===== src/hdl/tps_pkg.sv =====
// constants, states and helpers of the trace programming-state block
package tps_pkg;
  localparam int MCLK_MHZ = 250;
  // settle times of the enable and disable paths
  localparam int ENABLE_NS = 40;
  localparam int ENABLE_CYC = (ENABLE_NS * MCLK_MHZ + 999) / 1000;
  localparam int DRAIN_NS = 80;
  localparam int DRAIN_CYC = (DRAIN_NS * MCLK_MHZ + 999) / 1000;

  localparam int ADDR_W = 12;
  localparam int DATA_W = 32;
  localparam int CLAIM_W = 8;
  localparam int CNT_W = 16;
  localparam int SEQ_W = 2;
  localparam int SS_N = 8;
  localparam int AUTH_W = 8;

  localparam logic [11:0] OFS_PRG_CTL = 12'h004;
  localparam logic [11:0] OFS_STATE = 12'h00C;
  localparam logic [11:0] OFS_RSR = 12'h028;
  localparam logic [11:0] OFS_SEQ = 12'h11C;
  localparam logic [11:0] OFS_CNT = 12'h160;
  localparam logic [11:0] OFS_SS = 12'h2A0;
  localparam logic [11:0] OFS_CLAIM_SET = 12'hFA0;
  localparam logic [11:0] OFS_CLAIM_CLR = 12'hFA4;
  localparam logic [11:0] OFS_AUTH = 12'hFB8;

  localparam int EN_BIT = 0;
  localparam int IDLE_BIT = 0;
  localparam int STABLE_BIT = 1;
  localparam logic [31:0] RSR_RESET = 32'h0000_0000;

  typedef enum logic [2:0] {
    ST_IDLE     = 3'b000,
    ST_ENABLING = 3'b001,
    ST_RUNNING  = 3'b010,
    ST_UNSTABLE = 3'b011,
    ST_STABLE   = 3'b100
  } tps_state_e;

  // programmers' model is quiet and safe to read
  function automatic logic tps_quiet(input tps_state_e s);
    tps_quiet = (s == ST_IDLE) || (s == ST_STABLE);
  endfunction

  function automatic logic tps_enabled(input tps_state_e s);
    tps_enabled = (s == ST_ENABLING) || (s == ST_RUNNING);
  endfunction
endpackage


===== src/hdl/tps_sync.sv =====
// two-flop synchroniser for a bus of pin levels
`timescale 1ns/1ps
module tps_sync #(
  parameter int W = 8
) (
  input  wire logic         mclk,
  input  wire logic         srst,
  input  wire logic [W-1:0] din,
  output logic      [W-1:0] dout
);
  typedef struct packed {
    logic [W-1:0] s1;
    logic [W-1:0] s2;
  } tps_sync_s;

  tps_sync_s r;
  tps_sync_s next_r;

  // first stage feeds only the second stage
  always_comb
  begin
    next_r.s1 = din;
    next_r.s2 = r.s1;
  end

  always_ff @(posedge mclk)
  begin
    if (srst)
      r <= '0;
    else
      r <= next_r;
  end

  assign dout = r.s2;
endmodule


===== src/hdl/tps_timer.sv =====
// bounded settle timer, one done pulse after CYC cycles
`timescale 1ns/1ps
module tps_timer #(
  parameter int CYC = 8
) (
  input  wire logic mclk,
  input  wire logic srst,
  input  wire logic start,
  output logic      done
);
  typedef struct packed {
    logic [15:0] cnt;
    logic        busy;
    logic        done;
  } tps_timer_s;

  tps_timer_s r;
  tps_timer_s next_r;

  always_comb
  begin
    next_r = r;
    next_r.done = 1'b0;
    if (start)
    begin
      next_r.busy = 1'b1;
      next_r.cnt = 16'(CYC - 1);
    end
    else if (r.busy)
    begin
      if (r.cnt == 16'h0000)
      begin
        next_r.busy = 1'b0;
        next_r.done = 1'b1;
      end
      else
        next_r.cnt = r.cnt - 16'h0001;
    end
  end

  always_ff @(posedge mclk)
  begin
    if (srst)
      r <= '0;
    else
      r <= next_r;
  end

  assign done = r.done;
endmodule


===== src/hdl/tps_ctrl.sv =====
// trace unit programming-state controller with APB and direct access
//
// Functional notes
// enable bit set moves Idle to Enabling
// Enabling reaches Running after a bounded settle time
// enable bit cleared moves Running to Unstable
// Unstable reaches Stable after a bounded drain time
// Stable goes Idle only when drained and outer interfaces quiet
// idle and stable flags encode the state; enabled in Enabling/Running
// in Stable/Idle dynamic fields change only by direct/external writes
// outside Idle only control and claim writes take effect
// enable bit changes only in Idle or Running, else ignored
// software reads status once, with sync, after changing enable
// claim, counter, sequencer, single-shot updates reach direct reads
// older instructions keep tracing under the previous enable
// new enable governs after the next context sync
// indirect writes reach direct reads on sync in Idle/Stable
// indirect writes reach outer reads on entering Stable/Idle
// trace functions update and read registers in program order
// debugger writes are seen by trace function reads at once
// debugger writes are seen by later debugger reads at once
// in Stable/Idle trace function updates reach debugger reads
// debugger writes reach direct reads only after context sync; the code holds back only RSR, other direct reads see them at once
// authentication pin changes are indirect writes to auth status
// software syncs after programming before resuming
// reset starts in Idle with enable cleared
`timescale 1ns/1ps
module tps_ctrl #(
  parameter int ENABLE_CYC = tps_pkg::ENABLE_CYC,
  parameter int DRAIN_CYC  = tps_pkg::DRAIN_CYC
) (
  input  wire logic                        mclk,
  input  wire logic                        srst,
  input  wire logic                        psel,
  input  wire logic                        penable,
  input  wire logic                        pwrite,
  input  wire logic [tps_pkg::ADDR_W-1:0]  paddr,
  input  wire logic [31:0]                 pwdata,
  output logic      [31:0]                 prdata,
  output logic                             pready,
  output logic                             pslverr,
  input  wire logic                        sys_wr,
  input  wire logic                        sys_rd,
  input  wire logic [tps_pkg::ADDR_W-1:0]  sys_addr,
  input  wire logic [31:0]                 sys_wdata,
  output logic      [31:0]                 sys_rdata,
  output logic                             sys_rvalid,
  input  wire logic                        ctx_sync,
  input  wire logic                        ind_cnt_we,
  input  wire logic [tps_pkg::CNT_W-1:0]   ind_cnt_val,
  input  wire logic                        ind_seq_we,
  input  wire logic [tps_pkg::SEQ_W-1:0]   ind_seq_val,
  input  wire logic [tps_pkg::SS_N-1:0]    ind_ss_set,
  input  wire logic                        ind_rsr_we,
  input  wire logic [31:0]                 ind_rsr_val,
  input  wire logic                        trace_drained,
  input  wire logic                        ext_quiescent,
  input  wire logic [tps_pkg::AUTH_W-1:0]  auth_pins,
  output logic                             trace_enabled,
  output logic                             idle_flag,
  output logic                             model_stable_flag
);
  typedef struct packed {
    tps_pkg::tps_state_e         state;
    logic                        en_prog;
    logic                        en_eff;
    logic [tps_pkg::CLAIM_W-1:0] claim;
    logic [tps_pkg::CNT_W-1:0]   cnt;
    logic [tps_pkg::SEQ_W-1:0]   seq;
    logic [tps_pkg::SS_N-1:0]    ss;
    logic [31:0]                 rsr;
    logic [31:0]                 rsr_dir;
    logic [31:0]                 rsr_ext;
    logic [tps_pkg::AUTH_W-1:0]  auth_dir;
    logic [tps_pkg::AUTH_W-1:0]  auth_ext;
    logic [31:0]                 prdata;
    logic                        pslverr;
    logic [31:0]                 sys_rdata;
    logic                        sys_rvalid;
  } tps_ctrl_s;

  tps_ctrl_s r;
  tps_ctrl_s next_r;

  logic [tps_pkg::AUTH_W-1:0] auth_sync;
  logic                       enable_done;
  logic                       drain_done;
  logic                       start_enable;
  logic                       start_drain;
  logic                       apb_setup;
  logic                       apb_wr;

  // authentication pins come from another domain
  tps_sync #(
    .W (tps_pkg::AUTH_W)
  ) u_auth_sync (
    .mclk (mclk),
    .srst (srst),
    .din  (auth_pins),
    .dout (auth_sync)
  );

  tps_timer #(
    .CYC (ENABLE_CYC)
  ) u_enable_timer (
    .mclk  (mclk),
    .srst  (srst),
    .start (start_enable),
    .done  (enable_done)
  );

  tps_timer #(
    .CYC (DRAIN_CYC)
  ) u_drain_timer (
    .mclk  (mclk),
    .srst  (srst),
    .start (start_drain),
    .done  (drain_done)
  );

  function automatic logic is_mapped(input logic [11:0] a);
    case (a)
      tps_pkg::OFS_PRG_CTL, tps_pkg::OFS_STATE, tps_pkg::OFS_RSR,
      tps_pkg::OFS_SEQ, tps_pkg::OFS_CNT, tps_pkg::OFS_SS,
      tps_pkg::OFS_CLAIM_SET, tps_pkg::OFS_CLAIM_CLR,
      tps_pkg::OFS_AUTH: is_mapped = 1'b1;
      default: is_mapped = 1'b0;
    endcase
  endfunction

  // read view; dir selects the direct (system instruction) view
  function automatic logic [31:0] rd_val(input tps_ctrl_s s,
                                         input logic [11:0] a,
                                         input logic dir);
    logic [31:0] v;
    v = 32'h0000_0000;
    case (a)
      tps_pkg::OFS_PRG_CTL: v[tps_pkg::EN_BIT] = s.en_prog;
      tps_pkg::OFS_STATE:
      begin
        v[tps_pkg::IDLE_BIT] = (s.state == tps_pkg::ST_IDLE) ||
                               (s.state == tps_pkg::ST_ENABLING);
        v[tps_pkg::STABLE_BIT] = tps_pkg::tps_quiet(s.state);
      end
      // direct view refreshed only at sync; outer view
      tps_pkg::OFS_RSR: v = dir ? s.rsr_dir : s.rsr_ext;
      tps_pkg::OFS_SEQ: v[tps_pkg::SEQ_W-1:0] = s.seq;
      tps_pkg::OFS_CNT: v[tps_pkg::CNT_W-1:0] = s.cnt;
      tps_pkg::OFS_SS: v[tps_pkg::SS_N-1:0] = s.ss;
      tps_pkg::OFS_CLAIM_SET,
      tps_pkg::OFS_CLAIM_CLR: v[tps_pkg::CLAIM_W-1:0] = s.claim;
      tps_pkg::OFS_AUTH:
        v[tps_pkg::AUTH_W-1:0] = dir ? s.auth_dir : s.auth_ext;
      default: v = 32'h0000_0000;
    endcase
    rd_val = v;
  endfunction

  // one register write from either access path
  function automatic tps_ctrl_s do_wr(input tps_ctrl_s s,
                                      input logic [11:0] a,
                                      input logic [31:0] d,
                                      input logic dir);
    tps_ctrl_s t;
    logic      en_ok;
    logic      idle;
    t = s;
    idle = (s.state == tps_pkg::ST_IDLE);
    en_ok = idle || (s.state == tps_pkg::ST_RUNNING);
    case (a)
      tps_pkg::OFS_PRG_CTL:
      begin
        if (en_ok)
        begin
          t.en_prog = d[tps_pkg::EN_BIT];
          // direct change waits for sync; debugger acts now
          if (!dir)
            t.en_eff = d[tps_pkg::EN_BIT];
        end
      end
      tps_pkg::OFS_CLAIM_SET:
        t.claim = s.claim | d[tps_pkg::CLAIM_W-1:0];
      tps_pkg::OFS_CLAIM_CLR:
        t.claim = s.claim & ~d[tps_pkg::CLAIM_W-1:0];
      tps_pkg::OFS_RSR:
      begin
        if (idle)
        begin
          t.rsr = d;
          t.rsr_ext = d;
        end
      end
      tps_pkg::OFS_SEQ:
      begin
        if (idle)
          t.seq = d[tps_pkg::SEQ_W-1:0];
      end
      tps_pkg::OFS_CNT:
      begin
        if (idle)
          t.cnt = d[tps_pkg::CNT_W-1:0];
      end
      tps_pkg::OFS_SS:
      begin
        if (idle)
          t.ss = d[tps_pkg::SS_N-1:0];
      end
      default: t = s;
    endcase
    do_wr = t;
  endfunction

  assign apb_setup = psel && !penable;
  assign apb_wr = psel && penable && pwrite;
  // timers start on the state entry edge
  assign start_enable = (r.state == tps_pkg::ST_IDLE) && r.en_eff;
  assign start_drain = (r.state == tps_pkg::ST_RUNNING) && !r.en_eff;

  always_comb
  begin
    next_r = r;
    next_r.sys_rvalid = 1'b0;

    // trace function updates, only while the unit is busy
    // each applied in the cycle it arrives; several fields can update in one cycle
    if (!tps_pkg::tps_quiet(r.state))
    begin
      if (ind_cnt_we)
        next_r.cnt = ind_cnt_val;
      if (ind_seq_we)
        next_r.seq = ind_seq_val;
      if (ind_rsr_we)
        next_r.rsr = ind_rsr_val;
    end

    // debugger write, then direct write; simultaneous ones act in turn
    if (apb_wr)
      next_r = do_wr(next_r, paddr, pwdata, 1'b0);
    if (sys_wr)
      next_r = do_wr(next_r, sys_addr, sys_wdata, 1'b1);

    // single-shot hits are sticky; a set beats a same-cycle write
    if (!tps_pkg::tps_quiet(r.state))
      next_r.ss = next_r.ss | ind_ss_set;

    // auth pins land as indirect writes
    if (tps_pkg::tps_quiet(r.state))
      next_r.auth_ext = auth_sync;

    // direct enable change governs after the next sync
    if (ctx_sync)
      next_r.en_eff = next_r.en_prog;

    // direct view of indirect state refreshed at sync when quiet
    if (ctx_sync && tps_pkg::tps_quiet(r.state))
    begin
      next_r.rsr_dir = next_r.rsr;
      next_r.auth_dir = next_r.auth_ext;
    end

    // outer view follows live state while quiet
    if (tps_pkg::tps_quiet(r.state))
      next_r.rsr_ext = next_r.rsr;

    case (r.state)
      tps_pkg::ST_IDLE:
      begin
        if (r.en_eff)
          next_r.state = tps_pkg::ST_ENABLING;
      end
      tps_pkg::ST_ENABLING:
      begin
        if (enable_done)
          next_r.state = tps_pkg::ST_RUNNING;
      end
      tps_pkg::ST_RUNNING:
      begin
        if (!r.en_eff)
          next_r.state = tps_pkg::ST_UNSTABLE;
      end
      tps_pkg::ST_UNSTABLE:
      begin
        if (drain_done)
        begin
          next_r.state = tps_pkg::ST_STABLE;
          next_r.rsr_ext = next_r.rsr;
          next_r.auth_ext = auth_sync;
        end
      end
      tps_pkg::ST_STABLE:
      begin
        // may be left with enable still set; Idle then re-enables
        if (trace_drained && ext_quiescent)
          next_r.state = tps_pkg::ST_IDLE;
      end
      default: next_r.state = tps_pkg::ST_IDLE;
    endcase

    // read data captured in setup so the access phase needs no wait
    if (apb_setup)
    begin
      next_r.prdata = rd_val(r, paddr, 1'b0);
      next_r.pslverr = !is_mapped(paddr);
    end
    if (sys_rd)
    begin
      next_r.sys_rdata = rd_val(r, sys_addr, 1'b1);
      next_r.sys_rvalid = 1'b1;
    end
  end

  always_ff @(posedge mclk)
  begin
    if (srst)
    begin
      r <= '0;
      r.state <= tps_pkg::ST_IDLE;
      r.rsr <= tps_pkg::RSR_RESET;
      r.rsr_dir <= tps_pkg::RSR_RESET;
      r.rsr_ext <= tps_pkg::RSR_RESET;
    end
    else
      r <= next_r;
  end

  assign pready = 1'b1;
  assign prdata = r.prdata;
  assign pslverr = r.pslverr;
  assign sys_rdata = r.sys_rdata;
  assign sys_rvalid = r.sys_rvalid;
  assign trace_enabled = tps_pkg::tps_enabled(r.state);
  assign idle_flag = (r.state == tps_pkg::ST_IDLE) ||
                     (r.state == tps_pkg::ST_ENABLING);
  assign model_stable_flag = tps_pkg::tps_quiet(r.state);
endmodule


===== config.mk =====
export PLATFORM = sky130hd
export DESIGN_NAME = tps_ctrl
export DESIGN_NICKNAME = d
export VERILOG_FILES = /design/src/hdl/tps_pkg.sv /design/src/hdl/tps_sync.sv /design/src/hdl/tps_timer.sv /design/src/hdl/tps_ctrl.sv
export SDC_FILE = /design/constraint.sdc
export NUM_CORES = 1
export LEC_CHECK = 0
export ABC_CLOCK_PERIOD_IN_PS = 2060
export BUFFER_PORTS_ARGS = -buffer_cell sky130_fd_sc_hd__buf_2
export CORE_AREA = 2 2 186 188
export CTS_BUF_LIST = sky130_fd_sc_hd__clkbuf_8
export DETAILED_ROUTE_END_ITERATION = 16
export DIE_AREA = 0 0 188 190
export SYNTH_ARGS = -nofsm -noshare
export SYNTH_HDL_FRONTEND = slang
export SYNTH_HIERARCHICAL = 1
export SYNTH_SLANG_ARGS = --single-unit

===== constraint.sdc =====
create_clock -name mclk -period 2.06 [get_ports mclk]
set_input_delay 0.309 -clock mclk [delete_from_list [all_inputs] [get_ports mclk]]
set_output_delay 0.309 -clock mclk [all_outputs]
set_load 0.05 [all_outputs]

==> summary.md, run 1 <==
| Metric | Value |
|---|---|
| Status | complete, but fails checks |
| Violated checks | negative setup slack |
| Share of the synthesized area in compound gates (AO/OA/AOI/OAI) | 24.2% |
| Leak | 6.85 nW |
| Die Height | 190 µm |
| Worst path arrival time | 2.53 ns |
| Core outline area | 0.0339 mm² |
| Worst-case clock buffer depth | 3 |
| Number of antenna violations at the first check in global routing | 5 |
| Final net count | 1987 |
| Wire length of the first global-routing pass | 69.4 mm |
| Clock slew at the register clock pins of the worst setup and hold paths | 0.06 ns |
| Post-Route Skew | 0.0365 ns |
| Post-Synth XOR/XNOR Area | 0.263% |
| Crit share post-route | 100% |
| Starting density of the core | 39.2% |
| Synthesized area per cell | 8.56 µm² |
| Fin util | 50.1% |
| Number of remaining DRC errors | 0 |
| Number of standard cells in the final layout excluding fillers | 2306 |
| Placement Setup Slack | -0.401 ns |
| Peak Freq | 485 MHz |
| Cell area after technology mapping | 0.0133 mm² |
| Final setup fails | 2 |
| Combinational family with the most area after synthesis | compound AO/OA/AOI/OAI gates |
| Cell mode on critical path | sky130_fd_sc_hd__buf_6 |
| Sort of element at the start of the critical path | flip-flop |
| Setup TNS | -0.00245 ns |
| Prevailing post-synth register cell | sky130_fd_sc_hd__dfxtp_1 |
| Max stage delay cell, worst path | sky130_fd_sc_hd__dfxtp_2 |
| Worst rel slew slack | 57.5% |
| Most common cell after layout, fill and taps aside | sky130_fd_sc_hd__dfxtp_1 |
| TritonRoute pass-1 iters | 6 |
| ANT nets after route | 0 |
| Total area of multi-input combinational cells | 0.00728 mm² |
| Post-synthesis adder-cell area fraction | 0.188% |
| Overflow left after global routing | 0 |
| Sequential area share after synthesis | 40.5% |
| CTS HTree Levels | 2 |
| Max-slew violation total from the final report | 0 |
| #FFs+latches synth | 269 |
| Final critical-path setup slack | -0.00129 ns |
| WL per Instance | 20.1 µm |
| Peak per-stage delay on the critical path | 0.32 ns |
| HPWL after detailed placement | 32.2 mm |
| Warning count from the yosys run | 6 |
| Multiplexer area fraction after synthesis | 4.31% |
| Vias after detailed routing | 13000 |
| Count of different cell masters after synthesis | 78 |
| Drt first-iter violations | 1155 |
| Top-Level Pins | 237 |
| Crit-path max FO | 9 |
| Clk root buf | sky130_fd_sc_hd__clkbuf_8 |
| Max_cap viols | 0 |
| Kind of cell with the highest combined delay on the critical path | simple AND/OR/NAND/NOR gates |
| Footprint of the flip-flops and latches | 0.00539 mm² |
| Number of clock sinks seen by CTS | 269 |
| VDD IR-drop max | 0.476 mV |
| Number of filler instances in the final layout | 3247 |
| Post-synthesis instance total | 1555 |
| Syn Nets | 1724 |
| CP cell instances | or2_4 -> buf_6 -> nor3_4 -> nand4_1 -> buf_6 -> clkbuf_16 -> a211oi_2 -> a21oi_2 -> a211oi_1 |
| WP data required | 2.53 ns |
| Final Hold Vio Count | 0 |
| Area share of the largest cell type after synthesis | 40.5% |
| Count of buffering cells on the critical path with inverters included | 3 |
| Highest-count cells in the layout ignoring fill and taps | sky130_fd_sc_hd__dfxtp_1, sky130_fd_sc_hd__buf_2, sky130_fd_sc_hd__nand2_1, sky130_fd_sc_hd__nor2_1, sky130_fd_sc_hd__buf_4 |
| Post-synth EDFFs | 0 |
| Placed Cells incl. Taps | 2194 |
| Horizontal die dimension | 188 µm |
| Signed area change from the synthesized netlist to the final layout | 27.8% |
| Synth Area in Simple Gates | 22.4% |
| Latest clock arrival within the worst-skew pair | 0.59 ns |
| Minimum clock period | 2.06 ns |
| Global-route usage over all layers | 24.7% |
| Worst-margin pin slew | 0.637 ns |
| Critical path capture point type | flip-flop |
| Pwr Density | 703 mW/mm² |
| Category of the most critical setup path | reg2reg |
| Cts bufs inserted | 47 |
| Count of buffers from port buffering | 235 |
| Top cell type by total area after synthesis | sky130_fd_sc_hd__dfxtp_1 |
| Share of synthesized registers carrying an async set or reset | 0% |
| Pin count of the biggest net entering global routing | 117 |
| Share of final-layout standard cells stronger than drive strength 1 | 34.4% |
| Routed wire length | 46.4 mm |
| Dominant cells by area after synthesis | sky130_fd_sc_hd__dfxtp_1, sky130_fd_sc_hd__nand2_1, sky130_fd_sc_hd__nor2_1 |
| Placer's final routability congestion estimate | 0.974 |
| Post-DR vias/cell | 5.65 |
| Row cnt | 68 |
| Worst Hold Class | in2reg |
| CTS tree | done |
| Number of global-route vias before repair | 12100 |
| Total Die Area | 0.0357 mm² |
| Setup repair after global routing missed its margin | true |
## routing by layer
layer	vias up	GRT usage, %	wire [µm]
met5	-	0	0
met4	0	10.6	1880
met3	111	4.78	3770
met2	552	37.1	20100
met1	6214	34.5	20600
li1	6157	-	-
## where the power goes
part           switching [mW]  internal, mW  leakage, nW
Combinational           0.945         0.640         4.14
Clock                    2.22          2.60        0.515
Sequential              0.154          5.40         2.19
## flip-flops by register name, summed over array words and instances (netlist names)
name,flops
u_auth_sync/next_r,8
u_drain_timer/r,17
pslverr,1
prdata,32
u_drain_timer/done,1
u_auth_sync/dout,8
sys_rvalid,1
sys_rdata,32
u_enable_timer/done,1
u_enable_timer/r,17
r,151
## cell families after synthesis
family / after synthesis
AOI/OAI and AO/OA: 423
xor gates and xnor gates: 4
adders and majority gates: 2
buffers and inverters: 202
DFF: 269
muxes: 56
other: 1
and+or+nand+nor: 598
## worst reg2reg max path, cell delays in order (launching register included)
cell and delay (ns):
sky130_fd_sc_hd__dfxtp_2 0.32, sky130_fd_sc_hd__or2_4 0.28, sky130_fd_sc_hd__buf_6 0.13, sky130_fd_sc_hd__nor3_4 0.19, sky130_fd_sc_hd__nand4_1 0.15, sky130_fd_sc_hd__buf_6 0.19, sky130_fd_sc_hd__clkbuf_16 0.19, sky130_fd_sc_hd__a211oi_2 0.24
sky130_fd_sc_hd__a21oi_2 0.08, sky130_fd_sc_hd__a211oi_1 0.19
## final cells by class
type	instances	area share (%)
Antenna cell	5	0.0736
Clock inverter	20	0.670
Tap cell	455	3.35
Inverter	13	0.287
Multi-Input combinational cell	1084	42.8
Clock buffer	57	4.61
Sequential cell	269	31.7
Timing Repair Buffer	403	16.5
## cells in the mapped netlist (10+ instances only)
cell type,instances
sky130_fd_sc_hd__nand2_1,160
sky130_fd_sc_hd__mux2_2,10
sky130_fd_sc_hd__o21a_1,30
sky130_fd_sc_hd__a211oi_2,41
sky130_fd_sc_hd__buf_2,21
sky130_fd_sc_hd__dfxtp_1,269
sky130_fd_sc_hd__or3_1,16
sky130_fd_sc_hd__inv_1,12
sky130_fd_sc_hd__a221oi_1,27
sky130_fd_sc_hd__nor4b_1,10
sky130_fd_sc_hd__nor2b_1,10
sky130_fd_sc_hd__nor3_1,71
sky130_fd_sc_hd__a21oi_1,107
sky130_fd_sc_hd__mux2i_1,46
sky130_fd_sc_hd__nor2_1,145
sky130_fd_sc_hd__a21oi_2,25
sky130_fd_sc_hd__buf_4,69
sky130_fd_sc_hd__nand3_1,86
sky130_fd_sc_hd__a211oi_1,67
sky130_fd_sc_hd__a22oi_1,21
sky130_fd_sc_hd__clkbuf_1,87
sky130_fd_sc_hd__o21ai_0,17
sky130_fd_sc_hd__a22o_1,22
sky130_fd_sc_hd__o211ai_1,22
## path summary, 6_finish.rpt
| check | slack, ns | start | endpoint | cells past startpoint |
|---|---|---|---|---|
| max | -0.001 | r[215] | r[144] | 9 |
| min | 0.03 | sys_wdata[27] | r[173] | 3 |
| max reg2reg | -0.001 | r[215] | r[144] | 9 |
| min reg2reg | 0.44 | u_auth_sync/next_r[6] | u_auth_sync/dout[6] | 1 |
## through the flow
stage               hold slack (ns)  total power, mW  instance area [µm²]
floorplan                     0.381             6.52                13300
global placement              0.428             7.10                15300
detailed placement            0.424             7.12                15300
CTS                       0.0000676             12.0                16500
global route                 0.0258             12.4                17000
finish                       0.0286             12.0                17000
## timing repair
item | in CTS | in global routing
pin swaps | 1 | 13
cloned | 1 | 3
gates resized for setup | 9 | 88
setup buffers | 1 | 1
endpoints found under the hold margin | 25 | 0
endpoints found under the setup margin | 28 | 103
hold buffers | 25 | 0
(Power assumes the default switching activity.)
==> run 2, diff against run 1 <==
--- a/config.mk
+++ b/config.mk
@@ -8,7 +8,6 @@
 export ABC_CLOCK_PERIOD_IN_PS = 2060
 export BUFFER_PORTS_ARGS = -buffer_cell sky130_fd_sc_hd__buf_2
 export CORE_AREA = 2 2 186 188
-export CTS_BUF_LIST = sky130_fd_sc_hd__clkbuf_8
 export DETAILED_ROUTE_END_ITERATION = 16
 export DIE_AREA = 0 0 188 190
 export SYNTH_ARGS = -nofsm -noshare
==> summary.md, run 2 (synthesis results as in run 1) <==
| Metric | Value |
|---|---|
| ANT nets after route | 0 (unchanged) |
| Final design instance area without fill | 0.0168 mm² (-1.5%) |
| Horizontal die dimension | 188 µm (unchanged) |
| Starting density of the core | 39.2% (unchanged) |
| Internal Dissipation | 9.41 mW (+8.9%) |
| Clk root buf | sky130_fd_sc_hd__clkbuf_16 |
| Status | finished clean |
| Number of antenna violations at the first check in global routing | 7 (+2) |
| Post-Place Cell Area | 0.0153 mm² (unchanged) |
| Post-DR vias/cell | 5.66 (+0.13%) |
| Critical path capture point type | flip-flop |
| TritonRoute pass-1 iters | 6 (unchanged) |
| Drt first-iter violations | 1115 (-3.5%) |
| Max_cap viols | 0 (unchanged) |
| Clk network pwr share | 44.2% (+3.9 points) |
| HPWL after detailed placement | 32.2 mm (unchanged) |
| Switching part of the total | 25.9% (-1.8 points) |
| Post-Route Skew | 0.00895 ns (-0.0276 ns) |
| Sequential Power Share | 43.7% (-2.8 points) |
| Number of clock sinks seen by CTS | 269 (unchanged) |
| Number of standard cells in the final layout excluding fillers | 2268 (-1.6%) |
| Post-layout power | 12.7 mW (+6.2%) |
| Number of global-route vias before repair | 11900 (-2.1%) |
| Pin count of the biggest net entering global routing | 117 (unchanged) |
| Routed wire length | 45.7 mm (-1.5%) |
| Pwr Density | 758 mW/mm² (+7.8%) |
| Fraction of power consumed by combinational cells | 12.0% (-1.3 points) |
| Worst rel slew slack | 60.5% (+3.0 points) |
| Final net count | 1953 (-1.7%) |
| Setup TNS | 0 ns (+0.00245 ns) |
| Fin Hold WS | 0.0266 ns (-0.00204 ns) |
| Crit share post-route | 99.5% (-0.57 points) |
| Setup repair after global routing missed its margin | true |
| Peak Freq | 488 MHz (+0.57%) |
| Signed area change from the synthesized netlist to the final layout | 25.9% |
| Cts bufs inserted | 29 (-38%) |
| Flip-flop count of the largest register, all copies and words added | 151 (unchanged) |
| Most flop-heavy register | r |
| Highest-count cells in the layout ignoring fill and taps | sky130_fd_sc_hd__dfxtp_1, sky130_fd_sc_hd__buf_2, sky130_fd_sc_hd__nand2_1, sky130_fd_sc_hd__nor2_1, sky130_fd_sc_hd__buf_4 |
| Top-Level Pins | 237 (unchanged) |
| Cell mode on critical path | sky130_fd_sc_hd__buf_12 |
| Worst-margin pin slew | 0.592 ns (-0.0453 ns) |
| Share of final-layout standard cells stronger than drive strength 1 | 32.4% (-2.0 points) |
| Overflow left after global routing | 0 (unchanged) |
| Wire length of the first global-routing pass | 68.9 mm (-0.83%) |
| Crit-path max FO | 12 (+3) |
| CTS tree | done |
| Peak per-stage delay on the critical path | 0.38 ns (+0.06 ns) |
| Most common cell after layout, fill and taps aside | sky130_fd_sc_hd__dfxtp_1 |
| CP cell instances | or2_4 -> or3_4 -> buf_12 -> nor2_4 -> buf_12 -> clkbuf_16 -> nor2_1 -> o21a_1 -> a211oi_2 |
| Placed Cells incl. Taps | 2194 (unchanged) |
| Final Hold Vio Count | 0 (unchanged) |
| Max stage delay cell, worst path | sky130_fd_sc_hd__or3_4 |
| Leak | 6.72 nW (-1.8%) |
| Die Height | 190 µm (unchanged) |
| Global-route usage over all layers | 24.4% (-0.30 points) |
| VDD IR-drop max | 0.599 mV (+26%) |
| Number of remaining DRC errors | 0 (unchanged) |
| CTS HTree Levels | 1 (-1) |
| Max-slew violation total from the final report | 0 (unchanged) |
| Category of the most critical setup path | reg2reg |
| Worst path arrival time | 2.52 ns (about the same) |
| Count of buffers from port buffering | 235 (unchanged) |
| Worst Hold Class | in2reg |
| Kind of cell with the highest combined delay on the critical path | simple AND/OR/NAND/NOR gates |
| Net Sw Power | 3.29 mW (-0.70%) |
| Core outline area | 0.0339 mm² (unchanged) |
| Vias after detailed routing | 12800 (-1.5%) |
| Sort of element at the start of the critical path | flip-flop |
| Row cnt | 68 (unchanged) |
| Worst-case clock buffer depth | 3 (unchanged) |
| Clock slew at the register clock pins of the worst setup and hold paths | 0.06 ns (about the same) |
| Minimum clock period | 2.05 ns (-0.0118 ns) |
| WP data required | 2.53 ns (about the same) |
| WL per Instance | 20.1 µm (+0.16%) |
| Final setup fails | 0 (-2) |
| Placer's final routability congestion estimate | 0.974 (unchanged) |
| Count of buffering cells on the critical path with inverters included | 3 (unchanged) |
| Latest clock arrival within the worst-skew pair | 0.55 ns (-0.04 ns) |
| Total Die Area | 0.0357 mm² (unchanged) |
[run 2: cell type report]
class                           count  area (µm²)
Clock buffer                       38         820
Tap cell                          455         569
Sequential cell                   269        5390
Fill cell                        3252       17200
Timing Repair Buffer              387        2640
Inverter                           13        48.8
Antenna cell                        7        17.5
Multi-Input combinational cell   1084        7070
Clock inverter                     15         205
[run 2: timing repair]
action	4_1_cts	5_1_grt
endpoints found under the setup margin	37	88
setup buffers	0	2
cloned	1	2
hold buffers	9	0
endpoints found under the hold margin	9	0
gates resized for setup	8	38
pin swaps	2	2
[run 2: layer usage]
layer / part of all wire, % / GRT usage (%) / up-vias
li1: - / - / 6081
met4: 3.8 / 9.78 / 0
met3: 8.8 / 4.67 / 93
met2: 43 / 36.8 / 544
met5: 0 / 0 / -
met1: 44 / 34.3 / 6118
[run 2: worst paths after layout]
check	start	end	slack, ns	cells past startpoint
setup / recovery	r[214]	r[107]	0.01	9
hold / removal	sys_wdata[19]	r[165]	0.03	3
setup reg to reg	r[214]	r[107]	0.01	9
hold reg to reg	u_auth_sync/next_r[6]	u_auth_sync/dout[6]	0.43	1
[run 2: metrics by stage]
step / util [%] / setup slack, ns
global route: 49.3 / -0.0737
floorplan: - / -0.110
finish: 49.3 / 0.0105
CTS: 48.6 / -0.00178
detailed placement: 45.1 / -0.401
global placement: 45.1 / -0.344
[run 2: power by group through the flow]
stage | Combinational (mW) | Sequential, mW | Clock, mW
2_1_floorplan | 0.925 | 5.60 | 0
3_3_place_gp | 1.44 | 5.66 | 0
3_5_place_dp | 1.46 | 5.66 | 0
4_1_cts | 1.50 | 5.54 | 5.70
5_1_grt | 1.65 | 5.56 | 5.92
6_report | 1.53 | 5.55 | 5.62
[run 2: tightest hold or removal path: stages]
cell and delay, ns:
sky130_fd_sc_hd__buf_2 0.09, sky130_fd_sc_hd__a21oi_2 0.07, sky130_fd_sc_hd__nor2_1 0.08
